[config.mk]
export PLATFORM = sky130hd
export DESIGN_NAME = dirqc_top
export DESIGN_NICKNAME = d
export VERILOG_FILES = /design/src/design/dirqc_pkg.sv /design/src/design/dirqc_ext_det.sv /design/src/design/dirqc_top.sv
export VERILOG_INCLUDE_DIRS = /design/src /design/src/design
export SDC_FILE = /design/constraint.sdc
export NUM_CORES = 1
export LEC_CHECK = 0
export BUFFER_PORTS_ARGS = -buffer_cell sky130_fd_sc_hd__buf_2
export CAP_MARGIN = 20
export CELL_PAD_IN_SITES_DETAIL_PLACEMENT = 1
export CELL_PAD_IN_SITES_GLOBAL_PLACEMENT = 1
export CORE_UTILIZATION = 38
export DETAILED_ROUTE_END_ITERATION = 10
export GPL_ROUTABILITY_DRIVEN = 0
export PLACE_DENSITY_LB_ADDON = 0.08
export SKIP_CTS_REPAIR_TIMING = 1
export SYNTH_ARGS = -nofsm -noshare
export SYNTH_HDL_FRONTEND = slang
export SYNTH_SLANG_ARGS = --single-unit
export TNS_END_PERCENT = 5
[constraint.sdc]
create_clock -name clk_i -period 1.7 [get_ports clk_i]
set_input_delay 0.085 -clock clk_i [delete_from_list [all_inputs] [get_ports clk_i]]
set_output_delay 0.085 -clock clk_i [all_outputs]
set_load 0.02 [all_outputs]
[src/design/dirqc_regs.svh]
// Register offsets, field positions, reset values and masks of the dual interrupt controller
`ifndef DIRQC_REGS_SVH
`define DIRQC_REGS_SVH

// ---------------------------------------------------------------
// Byte offsets on the register bus
// ---------------------------------------------------------------
`define DIRQC_OFS_POL 16'h3000
`define DIRQC_OFS_CLR 16'h3004
`define DIRQC_OFS_SEL_A 16'h3008
`define DIRQC_OFS_SEL_B 16'h300C
`define DIRQC_OFS_FLAG_A 16'h3010
`define DIRQC_OFS_FLAG_B 16'h3014
`define DIRQC_OFS_PINSEL 16'h3018
`define DIRQC_OFS_FIFOTHR 16'h301C
`define DIRQC_OFS_EXTCFG 16'h3020
`define DIRQC_OFS_EXTSTA 16'h3024
`define DIRQC_OFS_CUSTOM 16'h209C

// ---------------------------------------------------------------
// Reset values
// ---------------------------------------------------------------
`define DIRQC_RST_POL 1'h0
`define DIRQC_RST_SEL 32'h00002000
`define DIRQC_RST_PINSEL 6'h00
`define DIRQC_RST_FIFOTHR 11'h000
`define DIRQC_RST_EXTCFG 32'h00000000
`define DIRQC_RST_CUSTOM 4'h0

// ---------------------------------------------------------------
// Field positions
// ---------------------------------------------------------------
`define DIRQC_POL_BIT 0
`define DIRQC_PINSEL_A_LSB 0
`define DIRQC_PINSEL_A_EN 2
`define DIRQC_PINSEL_B_SEL 4
`define DIRQC_PINSEL_B_EN 5
`define DIRQC_CUSTOM_LSB 9
`define DIRQC_FIFO_THR_BIT 25
`define DIRQC_BREAK_BIT 31

// Flag bits that own a source; every other bit reads zero
`define DIRQC_FLAG_MASK 32'hAF83BFFF
// Source bits generated inside this block rather than from src_evt_i
`define DIRQC_LOCAL_MASK 32'h82001E00

`endif

[src/design/dirqc_pkg.sv]
// Types shared by the dual interrupt controller modules
package dirqc_pkg;

  // Pin choice for the first group output
  typedef enum logic [1:0] {
    DIRQC_A_PIN0,
    DIRQC_A_PIN3,
    DIRQC_A_PIN6,
    DIRQC_A_NONE
  } dirqc_pina_t;

  // Per-detector mode bits: rise, fall, high level, low level
  typedef struct packed {
    logic low_lvl;
    logic high_lvl;
    logic fall;
    logic rise;
  } dirqc_extcfg_t;

endpackage : dirqc_pkg

[src/design/dirqc_ext_det.sv]
// Eight external interrupt detectors with edge and level modes
`timescale 1ns/100ps
`default_nettype none

module dirqc_ext_det (
  input wire logic clk_i, // System clock
  input wire logic sys_rst_i, // Synchronous reset, active high
  input wire logic ce_i, // Clock enable
  input wire logic [7:0] ext_pin_i, // External interrupt inputs
  input wire logic [31:0] cfg_i, // Four mode bits per detector
  output logic [7:0] det_o // Detector interrupt lines
);

  logic [7:0] prev_r;
  logic [7:0] prev_nxt;
  dirqc_pkg::dirqc_extcfg_t cfg [8];

  // ---------------------------------------------------------------
  // Previous pin level for edge detection
  // ---------------------------------------------------------------
  assign prev_nxt = ext_pin_i;

  always_ff @(posedge clk_i) begin
    if (sys_rst_i) begin
      prev_r <= ext_pin_i; // Track pin in reset, no false edge after
    end else if (ce_i) begin
      prev_r <= prev_nxt;
    end
  end

  // ---------------------------------------------------------------
  // Edge pulses and level hold per detector
  // ---------------------------------------------------------------
  for (genvar i = 0; i < 8; i++) begin : g_det
    assign cfg[i] = cfg_i[4*i +: 4];
    assign det_o[i] = (cfg[i].rise & ext_pin_i[i] & ~prev_r[i]) |
                      (cfg[i].fall & ~ext_pin_i[i] & prev_r[i]) |
                      (cfg[i].high_lvl & ext_pin_i[i]) |
                      (cfg[i].low_lvl & ~ext_pin_i[i]);
  end

  // ---------------------------------------------------------------
  // Checks
  // ---------------------------------------------------------------
  wire [7:0] rise_en = {cfg[7].rise, cfg[6].rise, cfg[5].rise, cfg[4].rise,
                        cfg[3].rise, cfg[2].rise, cfg[1].rise, cfg[0].rise};
  wire [7:0] high_en = {cfg[7].high_lvl, cfg[6].high_lvl, cfg[5].high_lvl, cfg[4].high_lvl,
                        cfg[3].high_lvl, cfg[2].high_lvl, cfg[1].high_lvl, cfg[0].high_lvl};
endmodule : dirqc_ext_det

`default_nettype wire

[src/design/dirqc_top.sv]
// Dual interrupt controller with Avalon-MM register slave and external detectors
//
// Contract
// Two groups: own enable and flags, shared polarity/clear
// Enabled source event sets group flag bit
// Host routes pin before enabling sources
// Group A output goes to pin 0, 3, 6
// Group B output goes to pin 4, 7
// Polarity register picks rising or falling edge
// Triggered enabled interrupt toggles the selected pin
// Writing clear bit clears that flag
// Four custom sources at enable bits 12:9
// Custom events raised only by sequencer writes
// Bus writes to custom register are ignored
// Eight external detectors, any mode combination
// Edge modes give a single pulse
// Level modes hold line while level held
// External event wakes device from hibernate
// Flags 0-3: converter, transform, filter, temperature
// Flags 4-8: min, max, delta, mean, variance
// Flags 13, 15, 16, 17: boot, sequence, timeouts
// Flags 23-27: FIFO events, threshold from setting
// Flag 29 reports measurement outlier
// Flag 31: B request during A, B ignored
// Polarity bit 0: 0 falling, 1 rising
// Flags sticky until cleared; unassigned bits zero
// Group output is OR of enabled flags
//
// Decided for this implementation: register access over Avalon-MM and the placing of the registers.
`timescale 1ns/100ps
`default_nettype none

`include "dirqc_regs.svh"

module dirqc_top (
  input wire logic clk_i, // System clock, 125 MHz
  input wire logic sys_rst_i, // Synchronous reset, active high
  input wire logic ce_i, // Clock enable, freezes all state when low
  input wire logic [15:0] avs_address_i, // Avalon byte address
  input wire logic avs_read_i, // Avalon read request
  input wire logic avs_write_i, // Avalon write request
  input wire logic [31:0] avs_writedata_i, // Avalon write data
  input wire logic [3:0] avs_byteenable_i, // Avalon byte enables
  output logic [31:0] avs_readdata_o, // Avalon read data
  output logic avs_waitrequest_o, // Avalon wait request
  input wire logic [31:0] src_evt_i, // Source event pulses by flag bit
  input wire logic [10:0] fifo_level_i, // Data FIFO fill level
  input wire logic seq_a_busy_i, // First-priority sequence running
  input wire logic seq_b_req_i, // Second-priority sequence request
  output logic seq_b_accept_o, // Second-priority request accepted
  input wire logic seq_wr_i, // Sequencer write to custom events
  input wire logic [3:0] seq_wdata_i, // Sequencer custom event bits
  input wire logic [7:0] ext_pin_i, // External interrupt inputs
  input wire logic hibernate_i, // Device is in hibernate
  output logic [7:0] ext_irq_o, // External detector lines
  output logic wake_o, // Wake request from hibernate
  output logic [7:0] port_pin_n_o, // Interrupt level on port pins
  output logic [7:0] port_pin_own_o // Pins owned by interrupt outputs
);

  // ---------------------------------------------------------------
  // Declarations
  // ---------------------------------------------------------------
  logic output_polarity_reg_r;
  logic output_polarity_reg_nxt;
  logic [31:0] source_enable_reg_a_r;
  logic [31:0] source_enable_reg_a_nxt;
  logic [31:0] source_enable_reg_b_r;
  logic [31:0] source_enable_reg_b_nxt;
  logic [31:0] source_flag_reg_a_r;
  logic [31:0] source_flag_reg_a_nxt;
  logic [31:0] source_flag_reg_b_r;
  logic [31:0] source_flag_reg_b_nxt;
  logic [5:0] pinsel_r;
  logic [5:0] pinsel_nxt;
  logic [10:0] fifo_threshold_setting_r;
  logic [10:0] fifo_threshold_setting_nxt;
  logic [10:0] fifo_level_r;
  logic [31:0] extcfg_r;
  logic [31:0] extcfg_nxt;
  logic [7:0] extsta_r;
  logic [7:0] extsta_nxt;
  logic [3:0] custom_event_reg_r;
  logic [3:0] custom_event_reg_nxt;
  logic wait_r;
  logic [31:0] rdata_r;
  logic [7:0] pin_r;
  logic [7:0] own_r;
  logic [7:0] ext_irq_r;
  logic wake_r;
  logic accept_r;
  logic [7:0] ext_det;

  // ---------------------------------------------------------------
  // Helpers
  // ---------------------------------------------------------------
  function automatic logic [31:0] dirqc_merge(input logic [31:0] old, input logic [31:0] wd,
                                              input logic [3:0] be);
    logic [31:0] res;
    res = old;
    for (int i = 0; i < 4; i++) begin
      if (be[i]) begin
        res[8*i +: 8] = wd[8*i +: 8];
      end
    end
    return res;
  endfunction : dirqc_merge

  // Sticky flag update: an event in the clearing cycle wins
  function automatic logic [31:0] dirqc_flag_nxt(input logic [31:0] flg, input logic [31:0] ev,
                                                 input logic [31:0] sel, input logic [31:0] clr);
    return ((flg & ~clr) | (ev & sel)) & `DIRQC_FLAG_MASK;
  endfunction : dirqc_flag_nxt

  // ---------------------------------------------------------------
  // Bus decode
  // ---------------------------------------------------------------
  wire bus_req = avs_read_i | avs_write_i;
  wire wr_commit = ce_i & avs_write_i & ~wait_r;
  wire hit_pol = avs_address_i == `DIRQC_OFS_POL;
  wire hit_clr = avs_address_i == `DIRQC_OFS_CLR;
  wire hit_sel_a = avs_address_i == `DIRQC_OFS_SEL_A;
  wire hit_sel_b = avs_address_i == `DIRQC_OFS_SEL_B;
  wire hit_flag_a = avs_address_i == `DIRQC_OFS_FLAG_A;
  wire hit_flag_b = avs_address_i == `DIRQC_OFS_FLAG_B;
  wire hit_pinsel = avs_address_i == `DIRQC_OFS_PINSEL;
  wire hit_fifothr = avs_address_i == `DIRQC_OFS_FIFOTHR;
  wire hit_extcfg = avs_address_i == `DIRQC_OFS_EXTCFG;
  wire hit_extsta = avs_address_i == `DIRQC_OFS_EXTSTA;
  wire hit_custom = avs_address_i == `DIRQC_OFS_CUSTOM;
  wire [31:0] wmask_data = dirqc_merge(32'h00000000, avs_writedata_i, avs_byteenable_i);

  // Shared clear vector, one cycle at the committing edge
  wire [31:0] clr_vec = (wr_commit & hit_clr) ? wmask_data : 32'h00000000;

  // Read mux; unmapped and write-only offsets read zero
  wire [31:0] rd_mux =
    hit_pol ? {31'h00000000, output_polarity_reg_r} :
    hit_sel_a ? source_enable_reg_a_r :
    hit_sel_b ? source_enable_reg_b_r :
    hit_flag_a ? source_flag_reg_a_r :
    hit_flag_b ? source_flag_reg_b_r :
    hit_pinsel ? {26'h0000000, pinsel_r} :
    hit_fifothr ? {21'h000000, fifo_threshold_setting_r} :
    hit_extcfg ? extcfg_r :
    hit_extsta ? {24'h000000, extsta_r} :
    hit_custom ? {28'h0000000, custom_event_reg_r} :
    32'h00000000;

  // Avalon handshake: one wait cycle, then commit
  always_ff @(posedge clk_i) begin
    if (sys_rst_i) begin
      wait_r <= 1'h1;
      rdata_r <= 32'h00000000;
    end else if (ce_i) begin
      wait_r <= ~(bus_req & wait_r);
      rdata_r <= rd_mux;
    end
  end

  // ---------------------------------------------------------------
  // Configuration registers
  // ---------------------------------------------------------------
  assign output_polarity_reg_nxt = (wr_commit & hit_pol & avs_byteenable_i[0]) ?
                                   avs_writedata_i[`DIRQC_POL_BIT] : output_polarity_reg_r;
  assign source_enable_reg_a_nxt = (wr_commit & hit_sel_a) ?
                                   dirqc_merge(source_enable_reg_a_r, avs_writedata_i, avs_byteenable_i) :
                                   source_enable_reg_a_r;
  assign source_enable_reg_b_nxt = (wr_commit & hit_sel_b) ?
                                   dirqc_merge(source_enable_reg_b_r, avs_writedata_i, avs_byteenable_i) :
                                   source_enable_reg_b_r;
  wire [31:0] pinsel_mrg = dirqc_merge({26'h0000000, pinsel_r}, avs_writedata_i, avs_byteenable_i);
  assign pinsel_nxt = (wr_commit & hit_pinsel) ? pinsel_mrg[5:0] : pinsel_r;
  wire [31:0] thr_mrg = dirqc_merge({21'h000000, fifo_threshold_setting_r}, avs_writedata_i, avs_byteenable_i);
  assign fifo_threshold_setting_nxt = (wr_commit & hit_fifothr) ? thr_mrg[10:0] : fifo_threshold_setting_r;
  assign extcfg_nxt = (wr_commit & hit_extcfg) ? dirqc_merge(extcfg_r, avs_writedata_i, avs_byteenable_i) :
                      extcfg_r;

  always_ff @(posedge clk_i) begin
    if (sys_rst_i) begin
      output_polarity_reg_r <= `DIRQC_RST_POL;
      source_enable_reg_a_r <= `DIRQC_RST_SEL;
      source_enable_reg_b_r <= `DIRQC_RST_SEL;
      pinsel_r <= `DIRQC_RST_PINSEL;
      fifo_threshold_setting_r <= `DIRQC_RST_FIFOTHR;
      extcfg_r <= `DIRQC_RST_EXTCFG;
    end else if (ce_i) begin
      output_polarity_reg_r <= output_polarity_reg_nxt;
      source_enable_reg_a_r <= source_enable_reg_a_nxt;
      source_enable_reg_b_r <= source_enable_reg_b_nxt;
      pinsel_r <= pinsel_nxt;
      fifo_threshold_setting_r <= fifo_threshold_setting_nxt;
      extcfg_r <= extcfg_nxt;
    end
  end

  // ---------------------------------------------------------------
  // Event sources
  // ---------------------------------------------------------------
  // Custom events only from the sequencer port; bus writes reach them only as clears through bits 12:9
  wire [3:0] custom_evt = seq_wr_i ? seq_wdata_i : 4'h0;
  assign custom_event_reg_nxt = custom_evt | (custom_event_reg_r & ~clr_vec[`DIRQC_CUSTOM_LSB +: 4]);
  // Threshold crossing of the FIFO fill level
  wire thr_evt = (fifo_level_i >= fifo_threshold_setting_r) & (fifo_level_r < fifo_threshold_setting_r);
  // Second-priority request while first-priority runs is refused
  wire break_evt = seq_b_req_i & seq_a_busy_i;

  // Flag bit map: outside sources at their own bits, local ones inserted
  wire [31:0] evt_all = (src_evt_i & ~`DIRQC_LOCAL_MASK) |
                        ({27'h0000000, custom_evt, 1'h0} << (`DIRQC_CUSTOM_LSB - 1)) |
                        ({31'h00000000, thr_evt} << `DIRQC_FIFO_THR_BIT) |
                        ({break_evt, 31'h00000000});

  always_ff @(posedge clk_i) begin
    if (sys_rst_i) begin
      custom_event_reg_r <= `DIRQC_RST_CUSTOM;
      fifo_level_r <= 11'h000;
      accept_r <= 1'h0;
    end else if (ce_i) begin
      custom_event_reg_r <= custom_event_reg_nxt;
      fifo_level_r <= fifo_level_i;
      accept_r <= seq_b_req_i & ~seq_a_busy_i;
    end
  end

  // ---------------------------------------------------------------
  // Group flags
  // ---------------------------------------------------------------
  assign source_flag_reg_a_nxt = dirqc_flag_nxt(source_flag_reg_a_r, evt_all, source_enable_reg_a_r,
                                                clr_vec);
  assign source_flag_reg_b_nxt = dirqc_flag_nxt(source_flag_reg_b_r, evt_all, source_enable_reg_b_r,
                                                clr_vec);

  always_ff @(posedge clk_i) begin
    if (sys_rst_i) begin
      source_flag_reg_a_r <= 32'h00000000;
      source_flag_reg_b_r <= 32'h00000000;
    end else if (ce_i) begin
      source_flag_reg_a_r <= source_flag_reg_a_nxt;
      source_flag_reg_b_r <= source_flag_reg_b_nxt;
    end
  end

  // ---------------------------------------------------------------
  // Group outputs and pin routing
  // ---------------------------------------------------------------
  wire irq_a = |(source_flag_reg_a_r & source_enable_reg_a_r);
  wire irq_b = |(source_flag_reg_b_r & source_enable_reg_b_r);
  // Idle level is the inverse of the active edge's end level
  wire lvl_a = output_polarity_reg_r ? irq_a : ~irq_a;
  wire lvl_b = output_polarity_reg_r ? irq_b : ~irq_b;
  wire [1:0] pina_code = pinsel_r[`DIRQC_PINSEL_A_LSB +: 2];
  wire a_en = pinsel_r[`DIRQC_PINSEL_A_EN];
  wire b_en = pinsel_r[`DIRQC_PINSEL_B_EN];
  wire a0 = a_en & (pina_code == 2'(dirqc_pkg::DIRQC_A_PIN0));
  wire a3 = a_en & (pina_code == 2'(dirqc_pkg::DIRQC_A_PIN3));
  wire a6 = a_en & (pina_code == 2'(dirqc_pkg::DIRQC_A_PIN6));
  wire b4 = b_en & ~pinsel_r[`DIRQC_PINSEL_B_SEL];
  wire b7 = b_en & pinsel_r[`DIRQC_PINSEL_B_SEL];
  wire [7:0] own_nxt = {b7, a6, 1'h0, b4, a3, 2'h0, a0};
  wire [7:0] pin_nxt = {b7 & lvl_b, a6 & lvl_a, 1'h0, b4 & lvl_b, a3 & lvl_a, 2'h0, a0 & lvl_a};

  always_ff @(posedge clk_i) begin
    if (sys_rst_i) begin
      pin_r <= 8'h00;
      own_r <= 8'h00;
    end else if (ce_i) begin
      pin_r <= pin_nxt;
      own_r <= own_nxt;
    end
  end

  // ---------------------------------------------------------------
  // External detectors and wake-up
  // ---------------------------------------------------------------
  dirqc_ext_det u_ext_det (
    .clk_i(clk_i),
    .sys_rst_i(sys_rst_i),
    .ce_i(ce_i),
    .ext_pin_i(ext_pin_i),
    .cfg_i(extcfg_r),
    .det_o(ext_det)
  );

  wire [7:0] extsta_clr = (wr_commit & hit_extsta) ? wmask_data[7:0] : 8'h00;
  assign extsta_nxt = ext_det | (extsta_r & ~extsta_clr);

  always_ff @(posedge clk_i) begin
    if (sys_rst_i) begin
      extsta_r <= 8'h00;
      ext_irq_r <= 8'h00;
      wake_r <= 1'h0;
    end else if (ce_i) begin
      extsta_r <= extsta_nxt;
      ext_irq_r <= ext_det;
      wake_r <= hibernate_i & (|ext_det);
    end
  end

  // ---------------------------------------------------------------
  // Outputs
  // ---------------------------------------------------------------
  assign avs_readdata_o = rdata_r;
  assign avs_waitrequest_o = wait_r;
  assign seq_b_accept_o = accept_r;
  assign ext_irq_o = ext_irq_r;
  assign wake_o = wake_r;
  assign port_pin_n_o = pin_r;
  assign port_pin_own_o = own_r;

  // ---------------------------------------------------------------
  // Checks
  // ---------------------------------------------------------------
  wire [31:0] set_a = evt_all & source_enable_reg_a_r & `DIRQC_FLAG_MASK;
  wire [31:0] clr_only_a = clr_vec & ~set_a;
endmodule : dirqc_top

`default_nettype wire

==> flow_metrics.env <==
export IMPL_portBuffers=154
export IMPL_slew_violations=0
export IMPL_critPathMaxStageDelay_ps=320
export IMPL_ys_flop_type="dfxtp_1"
export IMPL_worst_setup_path_type="flop to flop"
export IMPL_cts_root_buf="clkbuf_16"
export IMPL_hold_ws_ps=-4.36
export IMPL_netlist_instances=1252
export IMPL_layout_drive_gt1_share_pct=28.6
export IMPL_start_kind="flop"
export IMPL_vdd_drop_max_uv=749
export IMPL_rsz0062_at_grt="yes"
export IMPL_min_period_over_period_pct=99.6
export IMPL_grt_pass1_vias=11400
export IMPL_num_io_pins=175
export IMPL_antenna_found_initial=1
export IMPL_first_pass_iters=8
export IMPL_timing_fmax_ghz=0.590
export IMPL_place_area_um2=13600
export IMPL_path_clk_slew_ps=70
export IMPL_worst_slew_pin_slew_ps=590
export IMPL_synth_edf_count=8
export IMPL_wl_mm=47.6
export IMPL_clockBufferDepth=3
export IMPL_die_y_um=172
export IMPL_final_setup_skew_ps=17.1
export IMPL_cts_sinks=246
export IMPL_core_um2=28000
export IMPL_setup_viol=0
export IMPL_status="complete, but fails checks"
export IMPL_hp_class="input pin to flop"
export IMPL_fin_cells=2054
export IMPL_drc=0
export IMPL_track_usage_pct=30.8
export IMPL_clkLatencyLatePin_ps=570
export IMPL_cp_end_kind="flop"
export IMPL_async_reset_ff_share_pct=0
export IMPL_crit_fanout=2
export IMPL_syn_to_final_growth_pct=42.8
export IMPL_dp_cells=1926
export IMPL_antenna_cells=0
export IMPL_cts_tree="yes"
export IMPL_synth_seq_area_share_pct=45.8
export IMPL_path_cells="a22oi_2 > buf_4 > nand4_1 > nor3_1 > buf_4 > xor2_2 > nand3_2 > o21ai_1"
export IMPL_maxCapViolations=0
export IMPL_grt_pass1_wl_mm=67.9
export IMPL_fp_dieArea_um2=29500
export IMPL_period_needed_ps=1690
export IMPL_max_slew_margin_pct=60.7
export IMPL_cp_common_cell="buf_4"
export IMPL_layout_common_cells="nand2_1, dfxtp_1, buf_4"
export IMPL_syn_avg_cell_area_um2=8.74
export IMPL_die_w_um=172
export IMPL_htree_num_levels=1
export IMPL_drt_iter0_drc=982
export IMPL_setup_tns_ps=0
export IMPL_netlist_area_um2=10900
export IMPL_finalHoldViolCount=2
export IMPL_grt_max_degree=74
export IMPL_numCtsBuffers=28
export IMPL_grt_ovfl_total=0
export IMPL_cpMaxStageDelayCell="dfxtp_1"
export IMPL_std_cell_rows=61
export IMPL_layout_commonest_cell="nand2_1"
export IMPL_powerDensity_nw_per_um2=871
export IMPL_wl_per_cell_um=23.2
export IMPL_p_leak_nw=6.30
export IMPL_synth_cell_types=67
export IMPL_ys_seq_elements=246
export IMPL_cp_required_ps=2200
export IMPL_hpwl_mm=33.7
export IMPL_start_util_pct=39.0
export IMPL_layout_nets=1791
export IMPL_vias=11800
export IMPL_via_per_inst=5.74
export IMPL_worstPathArrival_ps=2190
export IMPL_drtAntennaViolNets=0
export IMPL_fin_area_um2=15600
export IMPL_violations="hold timing"
export IMPL_yosys_warnings=0
==> metal layers <==
layer	up-vias	GRT usage, %	wire length (µm)
met5	-	0	17
li1	5444	-	-
met1	5841	41.6	20600
met3	79	4.07	3250
met4	2	9.01	1440
met2	424	51.0	22300
==> worst max-delay path, delay by kind of cell, from the launching register on <==
kind / cells / cell delay [ps]
AND/OR/NAND/NOR: 3 / 400
flip-flops: 1 / 320
buffers and inverters: 2 / 320
AO/OA/AOI/OAI: 2 / 390
XOR/XNOR: 1 / 210
==> cell type report <==
type / instances / area (µm²)
fillers: 3290 / 12400
multi-input cells: 914 / 5700
flip-flops and latches: 246 / 5010
repair buffers: 442 / 3330
clock buffers: 42 / 843
well taps: 378 / 473
clock inverters: 10 / 175
inverters: 22 / 82.6
==> report_power, final <==
part | leakage, nW | switching (W) | internal [W]
combinational | 3.79 | 0.000644 | 0.000450
clock | 0.503 | 0.00257 | 0.00404
sequential | 2.01 | 0.0000481 | 0.00586
total | 6.30 | 0.00326 | 0.0103
==> synth_stat cells, types with 9 or more instances <==
cell type    n  area [µm²]
a32o_1      39         390
nand4_1     21         131
buf_4       11        82.6
clkbuf_1    43         161
o21ai_0     26         130
buf_2       16        80.1
nand2b_1    15        93.8
nand3b_1    11        82.6
and3_1       9        56.3
a222oi_1    22         220
nor3_1      14        70.1
nor2_1      60         225
nand2_1    241         905
a211oi_1    10        75.1
a21o_1      21         158
mux2i_1     34         340
o22ai_1     10        62.6
ha_1        21         263
a31oi_1     23         144
a21oi_1    153         766
a22oi_1     62         465
inv_1       22        82.6
nand3_1     35         175
dfxtp_1    238        4760
==> stage by stage <==
stage | util [%] | hold slack, ps | power, W | setup WS, ps
after floorplan | - | 184 | 0.00642 | -55.1
after global placement | 48.6 | 297 | 0.00691 | -438
after detailed placement | 48.6 | 299 | 0.00693 | -397
after CTS | 52.3 | -288 | 0.0135 | -299
after global routing | 55.7 | 26.7 | 0.0140 | -72.5
final | 55.7 | -4.36 | 0.0136 | 6.01
==> state kept, by name (all words and copies together) (netlist names), 11 cells and up <==
name,flops
avs_readdata_o,32
fifo_level_r,11
source_enable_reg_a_r,32
fifo_threshold_setting_r,11
source_flag_reg_a_r,24
extcfg_r,32
source_flag_reg_b_r,24
source_enable_reg_b_r,32
==> path summary, 6_finish.rpt <==
path	startpoint	endpoint	slack, ps	depth (start not counted)
worst min register to register	ext_irq_o[1]	ext_irq_o[1]	440	2
worst max-delay path	source_flag_reg_b_r[5]	port_pin_n_o[4]	6	8
worst min-delay path	seq_wdata_i[3]	custom_event_reg_r[3]	-4	4
worst max register to register	source_flag_reg_b_r[5]	port_pin_n_o[4]	6	8
==> logic make-up (layout without fill, tap and decap cells) <==
family	after synthesis	count (layout)	share of synthesized area (%)
other cells	1	6	0.0343
xor+xnor	2	2	0.160
fa+ha+maj	21	21	2.40
mux	35	35	3.21
flops	246	246	45.8
buf+inv	97	516	4.16
compound gates	392	392	24.1
simple gates	458	458	20.2
Power figures use the tool's default switching activity.
